## src/hw/lil_consts.vh

```
// Purpose: Constants for the LED indicator logic block.
// Assumes: 32-bit AXI4-Lite register bus, 10 MHz system clock.
// Notes:   Offsets are byte addresses; fields are bit positions.
`ifndef LIL_CONSTS_VH
`define LIL_CONSTS_VH

// Register byte offsets.
`define LIL_OFS_ASSIGN    4'h0
`define LIL_OFS_CONFIG    4'h4
`define LIL_OFS_STATUS    4'h8

// Assignment register: five 6-bit slots, bit 5 of a slot enables it.
`define LIL_SLOT_W        6
`define LIL_SLOT_EN       5
`define LIL_ASSIGN_RST    32'h0000_0000

// Config register fields.
`define LIL_CFG_INV_LSB   0
`define LIL_CFG_LATCH     8
`define LIL_CFG_ACK_LSB   16
`define LIL_CFG_ACK_EN    21
`define LIL_CFG_ACT_LSB   24
`define LIL_CFG_INACT_LSB 28
`define LIL_CFG_RST       32'h4100_0000

// Colour settings.
`define LIL_COL_GREEN     3'h0
`define LIL_COL_RED       3'h1
`define LIL_COL_RED_FL    3'h2
`define LIL_COL_GREEN_FL  3'h3
`define LIL_COL_OFF       3'h4

// Flash timing: half period in milliseconds and clock rate in Hz.
`define LIL_FLASH_HALF_MS 250
`define LIL_CLK_HZ        10000000
`define LIL_FLASH_CYC     (`LIL_CLK_HZ / 1000 * `LIL_FLASH_HALF_MS)

// AXI responses.
`define LIL_RESP_OKAY     2'h0
`define LIL_RESP_SLVERR   2'h2
`endif

```

## src/hw/lil_led_indicator.v

```verilog
// Purpose: One front-panel LED: five selectable, invertible status inputs
//          ORed together, colour or flash per state, optional latch with
//          acknowledge, configured over AXI4-Lite.
// Assumes: Status inputs come from logic on SYS_CLK and need no synchroniser.
// Notes:   The rules that this block keeps are listed below.
// Overview of operation
// (RL1) Each assigned input may be inverted before the OR; default is off.
// (RL2) OR true drives the active colour setting, red by default.
// (RL3) OR false drives the inactive colour setting, off by default.
// (RL4) Settings: steady green, steady red, flashing red, flashing green, off.
// (RL5) With latch enabled the LED holds active after pick-up; default off.
// (RL6) An acknowledge input is selected from the assignable status signals.
// (RL7) The acknowledge acts only while the latch option is enabled.
// (RL8) Acknowledge clears the latch only once the causing inputs have gone.
// (RL9) Flashing settings toggle the LED at a fixed clock-derived rate.
// (RL10) Reset clears the latch; the LED then follows the live condition.
//
// The placing of the registers and the AXI4-Lite register port were left to the implementer.
`timescale 1ns/1ps
`include "lil_consts.vh"

module lil_led_indicator
#(
  parameter FLASH_CYC = `LIL_FLASH_CYC
)
(
  input  wire        SYS_CLK,
  input  wire        RST_N,
  input  wire [31:0] STATUS_IN,
  input  wire [3:0]  S_AXI_AWADDR,
  input  wire        S_AXI_AWVALID,
  output wire        S_AXI_AWREADY,
  input  wire [31:0] S_AXI_WDATA,
  input  wire [3:0]  S_AXI_WSTRB,
  input  wire        S_AXI_WVALID,
  output wire        S_AXI_WREADY,
  output reg  [1:0]  S_AXI_BRESP,
  output reg         S_AXI_BVALID,
  input  wire        S_AXI_BREADY,
  input  wire [3:0]  S_AXI_ARADDR,
  input  wire        S_AXI_ARVALID,
  output wire        S_AXI_ARREADY,
  output reg  [31:0] S_AXI_RDATA,
  output reg  [1:0]  S_AXI_RRESP,
  output reg         S_AXI_RVALID,
  input  wire        S_AXI_RREADY,
  output reg         LED_RED,
  output reg         LED_GREEN
);

  reg  [31:0] assign_r;
  reg  [31:0] config_r;
  reg         latched_r;
  reg  [22:0] flash_cnt_r;
  reg         flash_ph_r;
  reg         aw_held_r;
  reg         w_held_r;
  reg  [3:0]  aw_addr_r;
  reg  [31:0] w_data_r;
  reg  [3:0]  w_strb_r;
  reg  [4:0]  sig_bits;
  reg         comb_on;
  reg         ack_sig;
  reg         led_on;
  reg  [2:0]  colour;
  reg  [1:0]  led_nxt;
  reg  [31:0] rd_nxt;
  integer     i;

  wire        latch_en = config_r[`LIL_CFG_LATCH];
  wire        do_write = aw_held_r & w_held_r & ~S_AXI_BVALID;

  // Byte-lane merge used by both writable registers.
  function [31:0] lane_merge;
    input [31:0] old_v;
    input [31:0] new_v;
    input [3:0]  strb;
    integer      k;
    begin
      lane_merge = old_v;
      for (k = 0; k < 4; k = k + 1)
        if (strb[k])
          lane_merge[k*8 +: 8] = new_v[k*8 +: 8];
    end
  endfunction

  // Offset decode; a miss answers SLVERR.
  function mapped;
    input [3:0] a;
    begin
      mapped = (a == `LIL_OFS_ASSIGN) | (a == `LIL_OFS_CONFIG) |
               (a == `LIL_OFS_STATUS);
    end
  endfunction

  // Gather the five slots; a disabled slot contributes nothing to the OR.
  always @*
  begin
    for (i = 0; i < 5; i = i + 1)
      sig_bits[i] = assign_r[i*`LIL_SLOT_W + `LIL_SLOT_EN] &
        (STATUS_IN[assign_r[i*`LIL_SLOT_W +: 5]] ^
         config_r[`LIL_CFG_INV_LSB + i]);                  // [RL1]
    comb_on = |sig_bits;
    ack_sig = config_r[`LIL_CFG_ACK_EN] &
              STATUS_IN[config_r[`LIL_CFG_ACK_LSB +: 5]];   // [RL6]
    led_on  = comb_on | latched_r;                          // [RL5]
    colour  = led_on ? config_r[`LIL_CFG_ACT_LSB +: 3]      // [RL2]
                     : config_r[`LIL_CFG_INACT_LSB +: 3];   // [RL3]
    case (colour)                                           // [RL4]
      `LIL_COL_GREEN:    led_nxt = 2'b01;
      `LIL_COL_RED:      led_nxt = 2'b10;
      `LIL_COL_RED_FL:   led_nxt = {flash_ph_r, 1'b0};      // [RL9]
      `LIL_COL_GREEN_FL: led_nxt = {1'b0, flash_ph_r};      // [RL9]
      default:           led_nxt = 2'b00;
    endcase
  end

  // Latch: a live condition keeps it set, so set always wins over an
  // acknowledge arriving in the same cycle.
  always @(posedge SYS_CLK)
  begin
    if (!RST_N)
      latched_r <= 1'b0;                                    // [RL10]
    else if (!latch_en)
      latched_r <= 1'b0;                                    // [RL7]
    else if (comb_on)
      latched_r <= 1'b1;                                    // [RL5]
    else if (ack_sig)
      latched_r <= 1'b0;                                    // [RL8]
  end

  // Free-running flash timer; both flash settings share one phase so
  // several LEDs built from this block blink in step.
  always @(posedge SYS_CLK)
  begin
    if (!RST_N)
    begin
      flash_cnt_r <= 23'h0;
      flash_ph_r  <= 1'b0;
    end
    else if (flash_cnt_r == FLASH_CYC[22:0] - 23'h1)
    begin
      flash_cnt_r <= 23'h0;
      flash_ph_r  <= ~flash_ph_r;                           // [RL9]
    end
    else
      flash_cnt_r <= flash_cnt_r + 23'h1;
  end

  // LED drive comes from flops so the pins never glitch.
  always @(posedge SYS_CLK)
  begin
    if (!RST_N)
    begin
      LED_RED   <= 1'b0;
      LED_GREEN <= 1'b0;
    end
    else
    begin
      LED_RED   <= led_nxt[1];
      LED_GREEN <= led_nxt[0];
    end
  end

  // Write channels are taken independently and held until both arrive.
  assign S_AXI_AWREADY = ~aw_held_r;
  assign S_AXI_WREADY  = ~w_held_r;

  always @(posedge SYS_CLK)
  begin
    if (!RST_N)
    begin
      aw_held_r    <= 1'b0;
      w_held_r     <= 1'b0;
      aw_addr_r    <= 4'h0;
      w_data_r     <= 32'h0;
      w_strb_r     <= 4'h0;
      S_AXI_BVALID <= 1'b0;
      S_AXI_BRESP  <= `LIL_RESP_OKAY;
      assign_r     <= `LIL_ASSIGN_RST;
      config_r     <= `LIL_CFG_RST;
    end
    else
    begin
      if (S_AXI_AWVALID && !aw_held_r)
      begin
        aw_held_r <= 1'b1;
        aw_addr_r <= S_AXI_AWADDR;
      end
      if (S_AXI_WVALID && !w_held_r)
      begin
        w_held_r <= 1'b1;
        w_data_r <= S_AXI_WDATA;
        w_strb_r <= S_AXI_WSTRB;
      end
      if (do_write)
      begin
        aw_held_r    <= 1'b0;
        w_held_r     <= 1'b0;
        S_AXI_BVALID <= 1'b1;
        S_AXI_BRESP  <= mapped(aw_addr_r) ? `LIL_RESP_OKAY
                                          : `LIL_RESP_SLVERR;
        if (aw_addr_r == `LIL_OFS_ASSIGN)
          assign_r <= lane_merge(assign_r, w_data_r, w_strb_r);
        if (aw_addr_r == `LIL_OFS_CONFIG)
          config_r <= lane_merge(config_r, w_data_r, w_strb_r);
      end
      else if (S_AXI_BVALID && S_AXI_BREADY)
        S_AXI_BVALID <= 1'b0;
    end
  end

  // Read mux; status shows the live OR, the latch and the LED pins.
  always @*
  begin
    case (S_AXI_ARADDR)
      `LIL_OFS_ASSIGN: rd_nxt = assign_r;
      `LIL_OFS_CONFIG: rd_nxt = config_r;
      `LIL_OFS_STATUS: rd_nxt = {28'h0, LED_GREEN, LED_RED,
                                 latched_r, comb_on};
      default:         rd_nxt = 32'h0;
    endcase
  end

  // One read at a time: address is refused while data waits.
  assign S_AXI_ARREADY = ~S_AXI_RVALID;

  always @(posedge SYS_CLK)
  begin
    if (!RST_N)
    begin
      S_AXI_RVALID <= 1'b0;
      S_AXI_RDATA  <= 32'h0;
      S_AXI_RRESP  <= `LIL_RESP_OKAY;
    end
    else if (S_AXI_ARVALID && !S_AXI_RVALID)
    begin
      S_AXI_RVALID <= 1'b1;
      S_AXI_RDATA  <= rd_nxt;
      S_AXI_RRESP  <= mapped(S_AXI_ARADDR) ? `LIL_RESP_OKAY
                                           : `LIL_RESP_SLVERR;
    end
    else if (S_AXI_RREADY)
      S_AXI_RVALID <= 1'b0;
  end

endmodule

```

## config.mk

```make
export PLATFORM = sky130hd
export DESIGN_NAME = lil_led_indicator
export DESIGN_NICKNAME = d
export VERILOG_FILES = /design/src/hw/lil_led_indicator.v
export VERILOG_INCLUDE_DIRS = /design/src /design/src/hw
export SDC_FILE = /design/constraint.sdc
export NUM_CORES = 1
export LEC_CHECK = 0
export BUFFER_PORTS_ARGS = -buffer_cell sky130_fd_sc_hd__buf_2
export CAP_MARGIN = 0
export CORE_MARGIN = 4
export CORE_UTILIZATION = 51
export DETAILED_ROUTE_END_ITERATION = 10
export PLACE_DENSITY = 0.76
export SLEW_MARGIN = 20
export SYNTH_ARGS = -nofsm -noshare
export SYNTH_HDL_FRONTEND = slang
export SYNTH_SLANG_ARGS = --single-unit
```

## constraint.sdc

```tcl
create_clock -name SYS_CLK -period 4.1 [get_ports SYS_CLK]
set_input_delay 0.82 -clock SYS_CLK [delete_from_list [all_inputs] [get_ports SYS_CLK]]
set_output_delay 0.82 -clock SYS_CLK [all_outputs]
set_load 0.05 [all_outputs]
```

**After elaboration in Yosys (flattened, before gate mapping)**

Cells that the tools add are included.

- Word-level logic and storage cells: 110
- Bits of input ports: 83
- Bits in registers: 171
- Output and inout port bits: 43

- Add/subtract/negate cells: 1
- Mux-type cells: 23
- $lt $le $gt $ge: 6
- Eq/ne operators: 8
- Reduce and logical (&&, ||, !) cells: 25
- Bitwise gates (word level): 24

Operators by type and width:

| cell | number |
|---|---|
| case mux 32 bit (3 select lines) | 1 |
| < comparator 5 x 6 -> 1 bit, second input constant | 6 |
| binary-select mux 1 bit (select 5 bit) | 6 |
| AND reduction 3 bit | 8 |
| adder 23 x 1 -> 23 bit, second input constant | 1 |
| == test 23 x 22 -> 1 bit, second input constant | 1 |
| two-way mux 1 bit | 12 |
| AND 1 bit | 8 |
| == test 4 x 3 -> 1 bit, second input constant | 2 |
| == test 4 bit, second input constant | 2 |
| logical NOT 4 bit | 2 |
| case mux 2 bit (4 select lines) | 1 |
| == test 3 x 2 -> 1 bit, second input constant | 2 |
| NOT 1 bit | 6 |
| nonzero test 2 bit | 3 |
| OR 1 bit | 5 |
| OR reduction 5 bit | 1 |
| bitwise XOR 1 bit | 5 |
| logical AND 1 bit | 4 |
| two-way mux 2 bit | 2 |
| OR reduction 2 bit | 2 |
| == test 3 x 1 -> 1 bit, second input constant | 1 |
| logical NOT 1 bit | 3 |
| logical NOT 3 bit | 1 |
| other kinds (2) | 2 |

**Depth between registers and ports, before layout**

Gate-level depths: netlist (run 1).

- Depth after elaboration: 9
- Mapped depth: 12
- Gate-level depth less buffers: 10

**Worst setup path after synthesis (run 1)**

No wires, ideal clock.

- Path type: input -> register
- Start: in STATUS_IN[15]
- End: reg LED_GREEN
- Required time: 4.042 ns
- Buffers on the path: 0
- Setup time: 0.058 ns
- Arrival: 2.607 ns
- Stages: 10
- Setup slack: 1.435 ns
- Cell sequence: mux4_2 > mux2i_1 > nand3b_1 > nand4_1 > xnor2_1 > and2_1 > a221o_1 > nor2_4 > mux2i_1 > o211a_1

- Word-level cells in the longest chain between the ends: 9
- Elaborated cells on any way between the ends: 28
- Classes of those cells: eq/ne (3); mux (12); bitwise (11); reduce/logical (2)

Ends and longest elaborated chain:

| element | line | RTL |
|---|---|---|
| start, declared | lil_led_indicator.v:29 | `input wire [31:0] STATUS_IN,` |
| binary-select mux 1 bit (select 5 bit) | lil_led_indicator.v:101 | `` (STATUS_IN[assign_r[i*`LIL_SLOT_W +: 5]] ^ `` |
| two-way mux 1 bit | lil_led_indicator.v:101 |  |
| bitwise XOR 1 bit | lil_led_indicator.v:101 |  |
| AND 1 bit | lil_led_indicator.v:100 | `` sig_bits[i] = assign_r[i*`LIL_SLOT_W + `LIL_SLOT_EN] & `` |
| OR reduction 5 bit * | lil_led_indicator.v:103 | `comb_on = \|sig_bits;` |
| OR 1 bit * | lil_led_indicator.v:106 | `led_on = comb_on \| latched_r;` |
| two-way mux 3 bit * | lil_led_indicator.v:107 | `` colour = led_on ? config_r[`LIL_CFG_ACT_LSB +: 3] `` |
| == test 3 x 2 -> 1 bit (tied with other cells) | lil_led_indicator.v:109 | `case (colour)` |
| case mux 2 bit (4 select lines) * | lil_led_indicator.v:109 |  |
| end signal, assigned | lil_led_indicator.v:161 | `LED_GREEN <= led_nxt[0];` |
| end, declared | lil_led_indicator.v:48 | `output reg LED_GREEN` |

Mark *: on every way between the ends. The rest lies on a longest branch, timed or not. The select of a mux whose other input is x is not followed.
A chain may end at the register's enable or synchronous reset.

**Final worst setup path (run 1)**

- Start: reg assign_r[12]
- End: reg LED_RED

- Word-level cells in the longest chain between the ends: 9
- Elaborated cells on any way between the ends: 12
- Classes of those cells: eq/ne (3); mux (4); bitwise (3); reduce/logical (2)

Ends and longest elaborated chain:

| element | line | RTL |
|---|---|---|
| start, declared | lil_led_indicator.v:51 | `reg [31:0] assign_r;` |
| start signal, assigned | lil_led_indicator.v:180 | `` assign_r <= `LIL_ASSIGN_RST; `` |
| start signal, assigned | lil_led_indicator.v:204 | `assign_r <= lane_merge(assign_r, w_data_r, w_strb_r);` |
| binary-select mux 1 bit (select 5 bit) * | lil_led_indicator.v:101 |  |
| two-way mux 1 bit * | lil_led_indicator.v:101 |  |
| bitwise XOR 1 bit * | lil_led_indicator.v:101 |  |
| AND 1 bit * | lil_led_indicator.v:100 |  |
| OR reduction 5 bit * | lil_led_indicator.v:103 |  |
| OR 1 bit * | lil_led_indicator.v:106 |  |
| two-way mux 3 bit * | lil_led_indicator.v:107 |  |
| == test 3 x 2 -> 1 bit (tied with other cells) | lil_led_indicator.v:109 |  |
| case mux 2 bit (4 select lines) * | lil_led_indicator.v:109 |  |
| end signal, assigned | lil_led_indicator.v:160 | `LED_RED <= led_nxt[1];` |
| end, declared | lil_led_indicator.v:47 | `output reg LED_RED,` |

Marked as above.

==> flow_summary.json, run 1 <==
{
  "io_buffers": 123,
  "dieHeight_um": 138.5,
  "slew_violations": 0,
  "hold_depth": 2,
  "grt_pass1_wl_um": 39170,
  "route.detailed.drc": 0,
  "initial_core_util_pct": 52.18,
  "clockRootBuffer": "clkbuf_16",
  "yosysMostFrequentCell": "nand2_1",
  "fin_area_um2": 9975,
  "setup_tns_ps": 0,
  "multi_input_area_um2": 4996,
  "h-tree-depth": 4,
  "syn_area_um2": 8685,
  "cts_num_sinks": 169,
  "syn_inst": 987,
  "power_frac_comb_pct": 8.2,
  "cts_tree": "done",
  "worstMarginPinSlew_ps": 933.1,
  "seq_area_um2": 3383,
  "required_ps": 4470,
  "yosys_warnings": 0,
  "yosys-top-cells-area": "dfxtp_1 (39%), mux2i_1 (13%), nand2_1 (7.8%)",
  "synth-seq-area-share_pct": 38.96,
  "min_to": "assign_r[30]",
  "relSlewSlack_pct": 37.79,
  "crit_arrival_ps": 3430,
  "die_x_um": 138.5,
  "r2r_start": "assign_r[12]",
  "hp-start": "assign_r[30]",
  "path_max_fanout": 10,
  "synth-seq-cells": 169,
  "drt-initial-drc-count": 725,
  "wl_per_cell_um": 18.40,
  "yosysTopAreaCell": "dfxtp_1",
  "pin_count": 126,
  "max_freq_mhz": 326.6,
  "viasPerCell": 5.759,
  "ys_types": 48,
  "cap_violations": 0,
  "syn_to_final_growth_pct": 14.85,
  "grt_max_degree": 58,
  "postCtsSetupBuffers": 0,
  "synth.top_cell.area_share_pct": 38.96,
  "ant_nets": 0,
  "antenna_cells": 0,
  "routed_wl_um": 24190,
  "total_leakage_power_nw": 3.827,
  "clk_latency_ps": 430,
  "synth_commonest_cells": "nand2_1 (181), dfxtp_1 (169), mux2i_1 (109)",
  "period_minus_slack_ps": 3062,
  "synth-edff-count": 0,
  "setup_viol": 0,
  "worstPathCellList": "mux4_2 > mux2i_1 > nand3b_1 > nand4_1 > xnor2_1 > and2_1 > a221o_1 > nor2_4 > mux2i_1 > o211a_1",
  "intPower_w": 0.002604,
  "vias": 7573,
  "rsz0062_at_grt": "no",
  "switching_share_pct": 26.18,
  "grt_pass1_vias": 7347,
  "cts_hold_buf": 0,
  "crit_type": "reg2reg",
  "rows": 47,
  "grt_use_total_pct": 25.01,
  "holdWs_ps": 464.6,
  "outcome": "finished, final reports clean",
  "pwr-share-seq_pct": 48.3,
  "hold_viol_final": 0,
  "ys.flop_type": "dfxtp_1",
  "max-vdd-ir-drop_mv": 0.3041,
  "crit_slowest_cell": "dfxtp_1",
  "clkTransAtPathRegs_ps": 70,
  "place_area_um2": 9407,
  "postSynth.asyncResetShare_pct": 0,
  "layout-drive-gt1-share_pct": 18.08,
  "cts_resized": 0,
  "gp_congestion": 0.9617,
  "overflow": 0,
  "power_switching_w": 0.0009232,
  "clock_path_buffers": 2,
  "cp-start-kind": "flop",
  "firstDrtPassIters": 7,
  "pwr-share-clk_pct": 43.5,
  "avgSynthCellArea_um2": 8.799,
  "hold_path.class": "reg2reg",
  "pwr_density_cell_nw_per_um2": 353.6,
  "final_core_util_pct": 59.94,
  "critPathMostFrequentCell": "mux2i_1",
  "fillers": 1473,
  "timing.rr.end": "LED_RED",
  "max_stage_delay_ps": 750,
  "r2r.worst_path.cells": 10,
  "finalNetCount": 1166,
  "clock_skew_ps": 7.555,
  "antenna_found_initial": 0,
  "min_period_over_period_pct": 74.67,
  "cts-buffers-inserted": 17,
  "dp_hpwl_um": 17210,
  "cp-end-kind": "flop",
  "coreArea_um2": 16640,
  "dieArea_um2": 19180,
  "rrSetupSlack_ps": 1040
}
worst max-delay path: cells and delay by family, from the launching register on:
| family | cells | cell delay, ps |
|---|---|---|
| xor+xnor | 1 | 70 |
| simple gates | 4 | 630 |
| compound gates | 2 | 500 |
| mux | 3 | 1070 |
| flops | 1 | 750 |
how the worst max path moves through the flow:
stage,startpoint,endpoint,cells past startpoint
after floorplan,STATUS_IN[15],LED_GREEN,10
after global routing,assign_r[12],LED_GREEN,10
after CTS,assign_r[12],LED_RED,10
final,assign_r[12],LED_RED,10
after global placement,STATUS_IN[19],LED_GREEN,11
after detailed placement,STATUS_IN[19],LED_RED,11
power groups by stage:
stage | combinational (W) | clock [W] | sequential [W]
floorplan | 0.000169 | 0 | 0.00173
global placement | 0.000284 | 0 | 0.00174
detailed placement | 0.000286 | 0 | 0.00174
CTS | 0.000286 | 0.00155 | 0.00170
global route | 0.000314 | 0.00161 | 0.00171
finish | 0.000289 | 0.00153 | 0.00170
flip-flops by register name (all words and copies together) (netlist names):
name,flops
latched_r,1
S_AXI_RDATA,32
assign_r,32
S_AXI_BRESP,1
LED_GREEN,1
aw_addr_r,4
w_strb_r,4
flash_ph_r,1
w_held_r,1
flash_cnt_r,23
LED_RED,1
S_AXI_RRESP,1
S_AXI_BVALID,1
w_data_r,32
S_AXI_RVALID,1
config_r,32
aw_held_r,1
routing by layer:
| metal | up-vias | GRT usage (%) | wire, um |
|---|---|---|---|
| met5 | - | 0 | 0 |
| met4 | 0 | 6.760 | 506 |
| met3 | 39 | 5.387 | 1640 |
| met2 | 280 | 40.96 | 11360 |
| met1 | 3608 | 33.68 | 10690 |
| li1 | 3646 | - | - |
final cells by class:
| class | count | area share [%] |
|---|---|---|
| timing repair buffer | 138 | 7.326 |
| multi-input combinational | 750 | 50.09 |
| inverter | 6 | 0.2258 |
| sequential | 169 | 33.92 |
| clock buffer | 19 | 4.541 |
| clock inverter | 13 | 1.141 |
| tap | 220 | 2.760 |
kinds of logic after synthesis:
kind of cell | synth area share (%)
AO/OA/AOI/OAI | 14.55
adder cells (fa/ha/maj) | 0.1440
flip-flops | 38.96
multiplexers | 17.23
AND/OR/NAND/NOR | 22.58
other | 0.04318
XOR/XNOR | 2.723
buffers and inverters | 3.775
cells in the final DEF, fill, tap and decap left out, drive strengths merged, types with 19 or more instances in the layout:
cell type	instances
a21boi	70
a22oi	45
and2	39
buf	138
clkbuf	19
dfxtp	169
mux2i	109
nand2	181
nand3	52
nor2	46
nor2b	46
o21ai	34
through the flow:
step / power (W) / setup slack, ps / instances
final: 0.003527 / 1038 / 1315
after global routing: 0.003636 / 899.2 / 1315
after CTS: 0.003536 / 1069 / 1315
after detailed placement: 0.002027 / 1011 / 1283
after global placement: 0.002024 / 1068 / 1283
after floorplan: 0.001904 / 1435 / 988
Note: power is estimated with default switching activity, not from simulation.
==> run 2, diff against run 1 <==
--- a/config.mk
+++ b/config.mk
@@ -11,7 +11,7 @@
 export CORE_MARGIN = 4
 export CORE_UTILIZATION = 51
 export DETAILED_ROUTE_END_ITERATION = 10
-export PLACE_DENSITY = 0.76
+export PLACE_DENSITY = 0.79
 export SLEW_MARGIN = 20
 export SYNTH_ARGS = -nofsm -noshare
 export SYNTH_HDL_FRONTEND = slang
==> constraint.sdc (replaced) <==
create_clock -name SYS_CLK -period 2.47 [get_ports SYS_CLK]
set_input_delay 0.494 -clock SYS_CLK [delete_from_list [all_inputs] [get_ports SYS_CLK]]
set_output_delay 0.494 -clock SYS_CLK [all_outputs]
set_load 0.05 [all_outputs]
==> flow_summary.json, run 2 (synthesized netlist as in run 1, its figures left out) <==
{
  "setup_tns_ps": -312.5,
  "dieHeight_um": 138.5,
  "clkTransAtPathRegs_ps": 70,
  "worstMarginPinSlew_ps": 598.3,
  "layout-drive-gt1-share_pct": 23.17,
  "route.detailed.drc": 0,
  "setup_slack_ps": -152.4,
  "pwr_density_cell_nw_per_um2": 565.5,
  "min_period_over_period_pct": 106.2,
  "firstDrtPassIters": 5,
  "hold_path.class": "in2reg",
  "initial_core_util_pct": 52.18,
  "coreArea_um2": 16640,
  "total_leakage_power_nw": 4.206,
  "dp_hpwl_um": 18250,
  "slew_violations": 0,
  "relSlewSlack_pct": 60.03,
  "ant_nets": 0,
  "gp_congestion": 0.9710,
  "final_cell_mix": "nand2_1 (180), dfxtp_1 (168), buf_2 (122), mux2i_1 (107), buf_4 (72)",
  "rrSetupSlack_ps": -150,
  "clock_skew_ps": 11.23,
  "routed_wl_um": 25120,
  "worstPathCellList": "buf_12 > mux4_2 > mux2i_1 > nand3_1 > nand4_1 > xnor2_1 > and2_4 > a221o_1 > nor2_4 > mux2i_1 > o211a_1",
  "io_buffers": 123,
  "path_max_fanout": 8,
  "syn_to_final_growth_pct": 22.50,
  "cts_hold_buf": 0,
  "crit_arrival_ps": 3000,
  "antenna_found_initial": 0,
  "cts_tree": "done",
  "outcome": "finished with violations",
  "grt_pass1_vias": 7928,
  "cp-start-kind": "flop",
  "clockRootBuffer": "clkbuf_16",
  "setup_viol": 3,
  "required_ps": 2850,
  "wl_per_cell_um": 18.19,
  "grt_max_degree": 60,
  "clk_latency_ps": 430,
  "clock_path_buffers": 2,
  "grt_pass1_wl_um": 40620,
  "cts_num_sinks": 169,
  "max_freq_mhz": 381.3,
  "max_stage_delay_ps": 520,
  "max-vdd-ir-drop_mv": 0.5274,
  "violations": "setup timing",
  "holdWs_ps": 281.5,
  "period_minus_slack_ps": 2622,
  "vias": 7863,
  "dieArea_um2": 19180,
  "h-tree-depth": 4,
  "overflow": 0,
  "grt_use_total_pct": 25.75,
  "cp-end-kind": "flop",
  "crit_slowest_cell": "mux4_2",
  "die_x_um": 138.5,
  "hold_viol_final": 0,
  "antenna_cells": 0,
  "rows": 47,
  "pin_count": 126,
  "critPathMostFrequentCell": "mux2i_1",
  "final_common_cell": "nand2_1",
  "drt-initial-drc-count": 564,
  "cts-buffers-inserted": 17,
  "crit_type": "reg2reg",
  "rsz0062_at_grt": "yes",
  "cap_violations": 0,
  "finalNetCount": 1232,
  "postCtsSetupBuffers": 0,
  "viasPerCell": 5.694
}
==> run 2: changes by cell type in the layout (fill, tap and decap cells not counted), moves of 2 or more <==
| cell | before | now |
|---|---|---|
| clkinv_4 | 4 | 1 |
| buf_12 | 0 | 10 |
| clkinv_2 | 1 | 3 |
| inv_6 | 4 | 6 |
| mux2i_1 | 109 | 107 |
| clkinvlp_4 | 3 | 1 |
| buf_4 | 16 | 72 |
| inv_8 | 0 | 2 |
==> run 2: layout make-up <==
cell class / instances / area (um2)
tap: 220 / 275.3
sequential: 169 / 3385
clock inverter: 14 / 136.4
multi-input combinational: 750 / 5030
fill: 1417 / 6003
timing repair buffer: 204 / 1351
clock buffer: 18 / 439.2
inverter: 6 / 22.52
==> run 2: path summary, 6_finish.rpt <==
| check | start | endpoint | cells after the start |
|---|---|---|---|
| worst max-delay path | assign_r[12] | LED_RED | 11 |
| worst min-delay path | S_AXI_AWVALID | aw_held_r | 3 |
| worst min register to register | assign_r[31] | assign_r[31] | 2 |
| worst max register to register | assign_r[12] | LED_RED | 11 |
==> run 2: per-layer routing <==
layer | wire length, um | track usage (%) | vias to the layer above
met2 | 12310 | 43.86 | 284
met1 | 10650 | 32.78 | 3758
met3 | 1544 | 4.558 | 48
met4 | 611 | 9.568 | 0
li1 | - | - | 3773
met5 | 0 | 0 | -
==> run 2: what timing repair did <==
| action | CTS | global route |
|---|---|---|
| pin swaps | 4 | 1 |
| setup endpoints to repair | 3 | 13 |
| resized for setup | 3 | 6 |
==> run 2: power by group <==
group          leakage [nW]  internal (W)  switching (W)  total [W]
clock network         0.286       0.00144        0.00119    0.00264
registers              1.37       0.00278      0.0000540    0.00283
logic                  2.55      0.000229       0.000320   0.000549
total                  4.21       0.00445        0.00157    0.00602
==> run 2: critical path: cells and delay by family (launching register included) <==
family                    cells  cell delay (ps)
and+or+nand+nor               4              560
muxes                         3              930
xor gates and xnor gates      1              100
buffers and inverters         1              140
DFF                           1              350
AOI/OAI and AO/OA             2              480
==> run 2: through the flow <==
step	area (um2)	util (%)	power (W)	instances	setup slack [ps]
after floorplan	8688	-	0.003161	988	84.65
after global placement	10020	60.23	0.003414	1349	-188.8
after detailed placement	10020	60.23	0.003425	1349	-252.7
after CTS	10610	63.74	0.006027	1381	-128.6
after global routing	10640	63.93	0.006213	1381	-250.4
final	10640	63.93	0.006016	1381	-152.4
==> run 3, diff against run 2 <==
==> constraint.sdc (replaced) <==
create_clock -name SYS_CLK -period 2.4 [get_ports SYS_CLK]
set_input_delay 0.48 -clock SYS_CLK [delete_from_list [all_inputs] [get_ports SYS_CLK]]
set_output_delay 0.48 -clock SYS_CLK [all_outputs]
set_load 0.05 [all_outputs]
==> flow_summary.json, run 3 (synthesized netlist as in run 1, its figures left out) <==
{
  "outcome": "finished with violations",
  "violations": "setup timing",
  "clkTransAtPathRegs_ps": 70,
  "dieHeight_um": 138.5,
  "viasPerCell": 5.685,
  "firstDrtPassIters": 6,
  "finalNetCount": 1241,
  "worstMarginPinSlew_ps": 554.3,
  "grt_pass1_wl_um": 40050,
  "cp-start-kind": "flop",
  "rsz0062_at_grt": "yes",
  "cts_hold_buf": 0,
  "cts_num_sinks": 169,
  "timing.rr.end": "LED_RED",
  "path_max_fanout": 8,
  "syn_to_final_growth_pct": 23.45,
  "cap_violations": 0,
  "crit_arrival_ps": 3060,
  "grt_use_total_pct": 25.56,
  "pin_count": 126,
  "clock_path_buffers": 2,
  "r2r.worst_path.cells": 11,
  "grt_max_degree": 63,
  "final_cell_mix": "nand2_1 (181), dfxtp_1 (167), buf_2 (122), mux2i_1 (105), buf_4 (79)",
  "final_common_cell": "nand2_1",
  "dp_hpwl_um": 18050,
  "die_x_um": 138.5,
  "worstSetupPathDepth": 11,
  "period_minus_slack_ps": 2684,
  "antenna_found_initial": 0,
  "setup_viol": 4,
  "holdWs_ps": 263.6,
  "cp_top_family": "multiplexers",
  "crit_slowest_cell": "mux4_2",
  "total_leakage_power_nw": 4.249,
  "crit_type": "reg2reg",
  "antenna_cells": 0,
  "dieArea_um2": 19180,
  "required_ps": 2780,
  "max_freq_mhz": 372.6,
  "initial_core_util_pct": 52.18,
  "pwr_density_cell_nw_per_um2": 570.2,
  "wl_per_cell_um": 17.88,
  "max_stage_delay_ps": 490,
  "clk_latency_ps": 430,
  "drt-initial-drc-count": 746,
  "vias": 7902,
  "routed_wl_um": 24850,
  "cp-end-kind": "flop",
  "hold_depth": 3,
  "cp.buffers_inverters": 1,
  "ant_nets": 0,
  "cts_tree": "done",
  "grt_pass1_vias": 7694,
  "coreArea_um2": 16640,
  "relSlewSlack_pct": 62.97,
  "overflow": 0,
  "cts-buffers-inserted": 17,
  "r2r_start": "assign_r[12]",
  "hold_path.class": "in2reg",
  "clock_skew_ps": 9.568,
  "hp-start": "S_AXI_AWVALID",
  "worstPathCellList": "buf_12 > mux4_2 > mux2i_1 > nand3b_1 > nand4_1 > xnor2_1 > and2_4 > a221o_1 > nor2_4 > mux2i_2 > o211a_1",
  "h-tree-depth": 4,
  "hold_viol_final": 0,
  "setup_slack_ps": -284.1,
  "rrSetupSlack_ps": -280,
  "route.detailed.drc": 0,
  "io_buffers": 123,
  "layout-drive-gt1-share_pct": 24.02,
  "min_to": "aw_held_r",
  "min_period_over_period_pct": 111.8,
  "rows": 47,
  "gp_congestion": 1.018,
  "clockRootBuffer": "clkbuf_16",
  "max-vdd-ir-drop_mv": 0.5177,
  "p_total_w": 0.006113,
  "slew_violations": 0
}
-- run 3: cell types whose count changed in the layout (fill, tap and decap cells not counted), moves of 2 or more --
cell      previous run  this run
buf_6                0         2
mux2i_1            107       105
mux2i_2              1         4
nor3_2               0         2
clkinv_2             3         0
buf_4               72        79
-- run 3: timing repair --
item / in CTS / in global routing
buffers inserted: 4 / 2
pin swaps: 7 / 6
hold endpoints to repair: 0 / 0
endpoints found under the setup margin: 4 / 13
resized for setup: 12 / 4
-- run 3: stage by stage --
step                      util [%]  setup slack [ps]  TNS, ps  area [um2]  instances
final                        64.42            -284.1    -1006       10720       1390
after global routing         64.42            -424.6    -1548       10720       1390
after CTS                    64.31            -257.8   -918.0       10700       1389
after detailed placement     60.41            -378.5    -1170       10050       1353
after global placement       60.41            -251.0   -757.9       10050       1353
after floorplan                  -             14.65        0        8688        988
-- run 3: layout make-up --
type / instances / area [um2]
clock buffers: 19 / 442.9
repair buffers: 213 / 1426
inverters: 6 / 22.52
flip-flops and latches: 169 / 3386
well taps: 220 / 275.3
fillers: 1350 / 5921
clock inverters: 13 / 126.4
multi-input cells: 750 / 5042
-- run 3: worst max path at each step --
| stage | to | start | slack (ps) |
|---|---|---|---|
| after floorplan | LED_GREEN | assign_r[1] | 10 |
| after global placement | LED_GREEN | STATUS_IN[31] | -250 |
| after detailed placement | LED_RED | STATUS_IN[31] | -380 |
| after CTS | LED_RED | assign_r[12] | -260 |
| after global routing | LED_RED | assign_r[12] | -420 |
| final | LED_RED | assign_r[12] | -280 |
-- run 3: worst reg2reg max path, delay by kind of cell, from the launching register on --
family / cells / cell delay [ps]
AOI/OAI and AO/OA: 2 / 510
xor gates and xnor gates: 1 / 90
buffers and inverters: 1 / 140
DFF: 1 / 350
muxes: 3 / 930
and+or+nand+nor: 4 / 610
-- run 3: power by group --
part	internal, W	switching [W]	total (W)
clock network	0.00140	0.00123	0.00263
logic	0.000240	0.000334	0.000573
registers	0.00286	0.0000522	0.00291
total	0.00450	0.00162	0.00611
-- run 3: layer usage --
metal / wire length (um) / vias up / part of all wire, % / global-route usage [%]
li1: - / 3799 / - / -
met1: 10780 / 3746 / 43 / 33.04
met2: 11840 / 297 / 48 / 42.37
met3: 1582 / 60 / 6.4 / 5.490
met4: 640 / 0 / 2.6 / 9.100
met5: 0 / - / 0 / 0
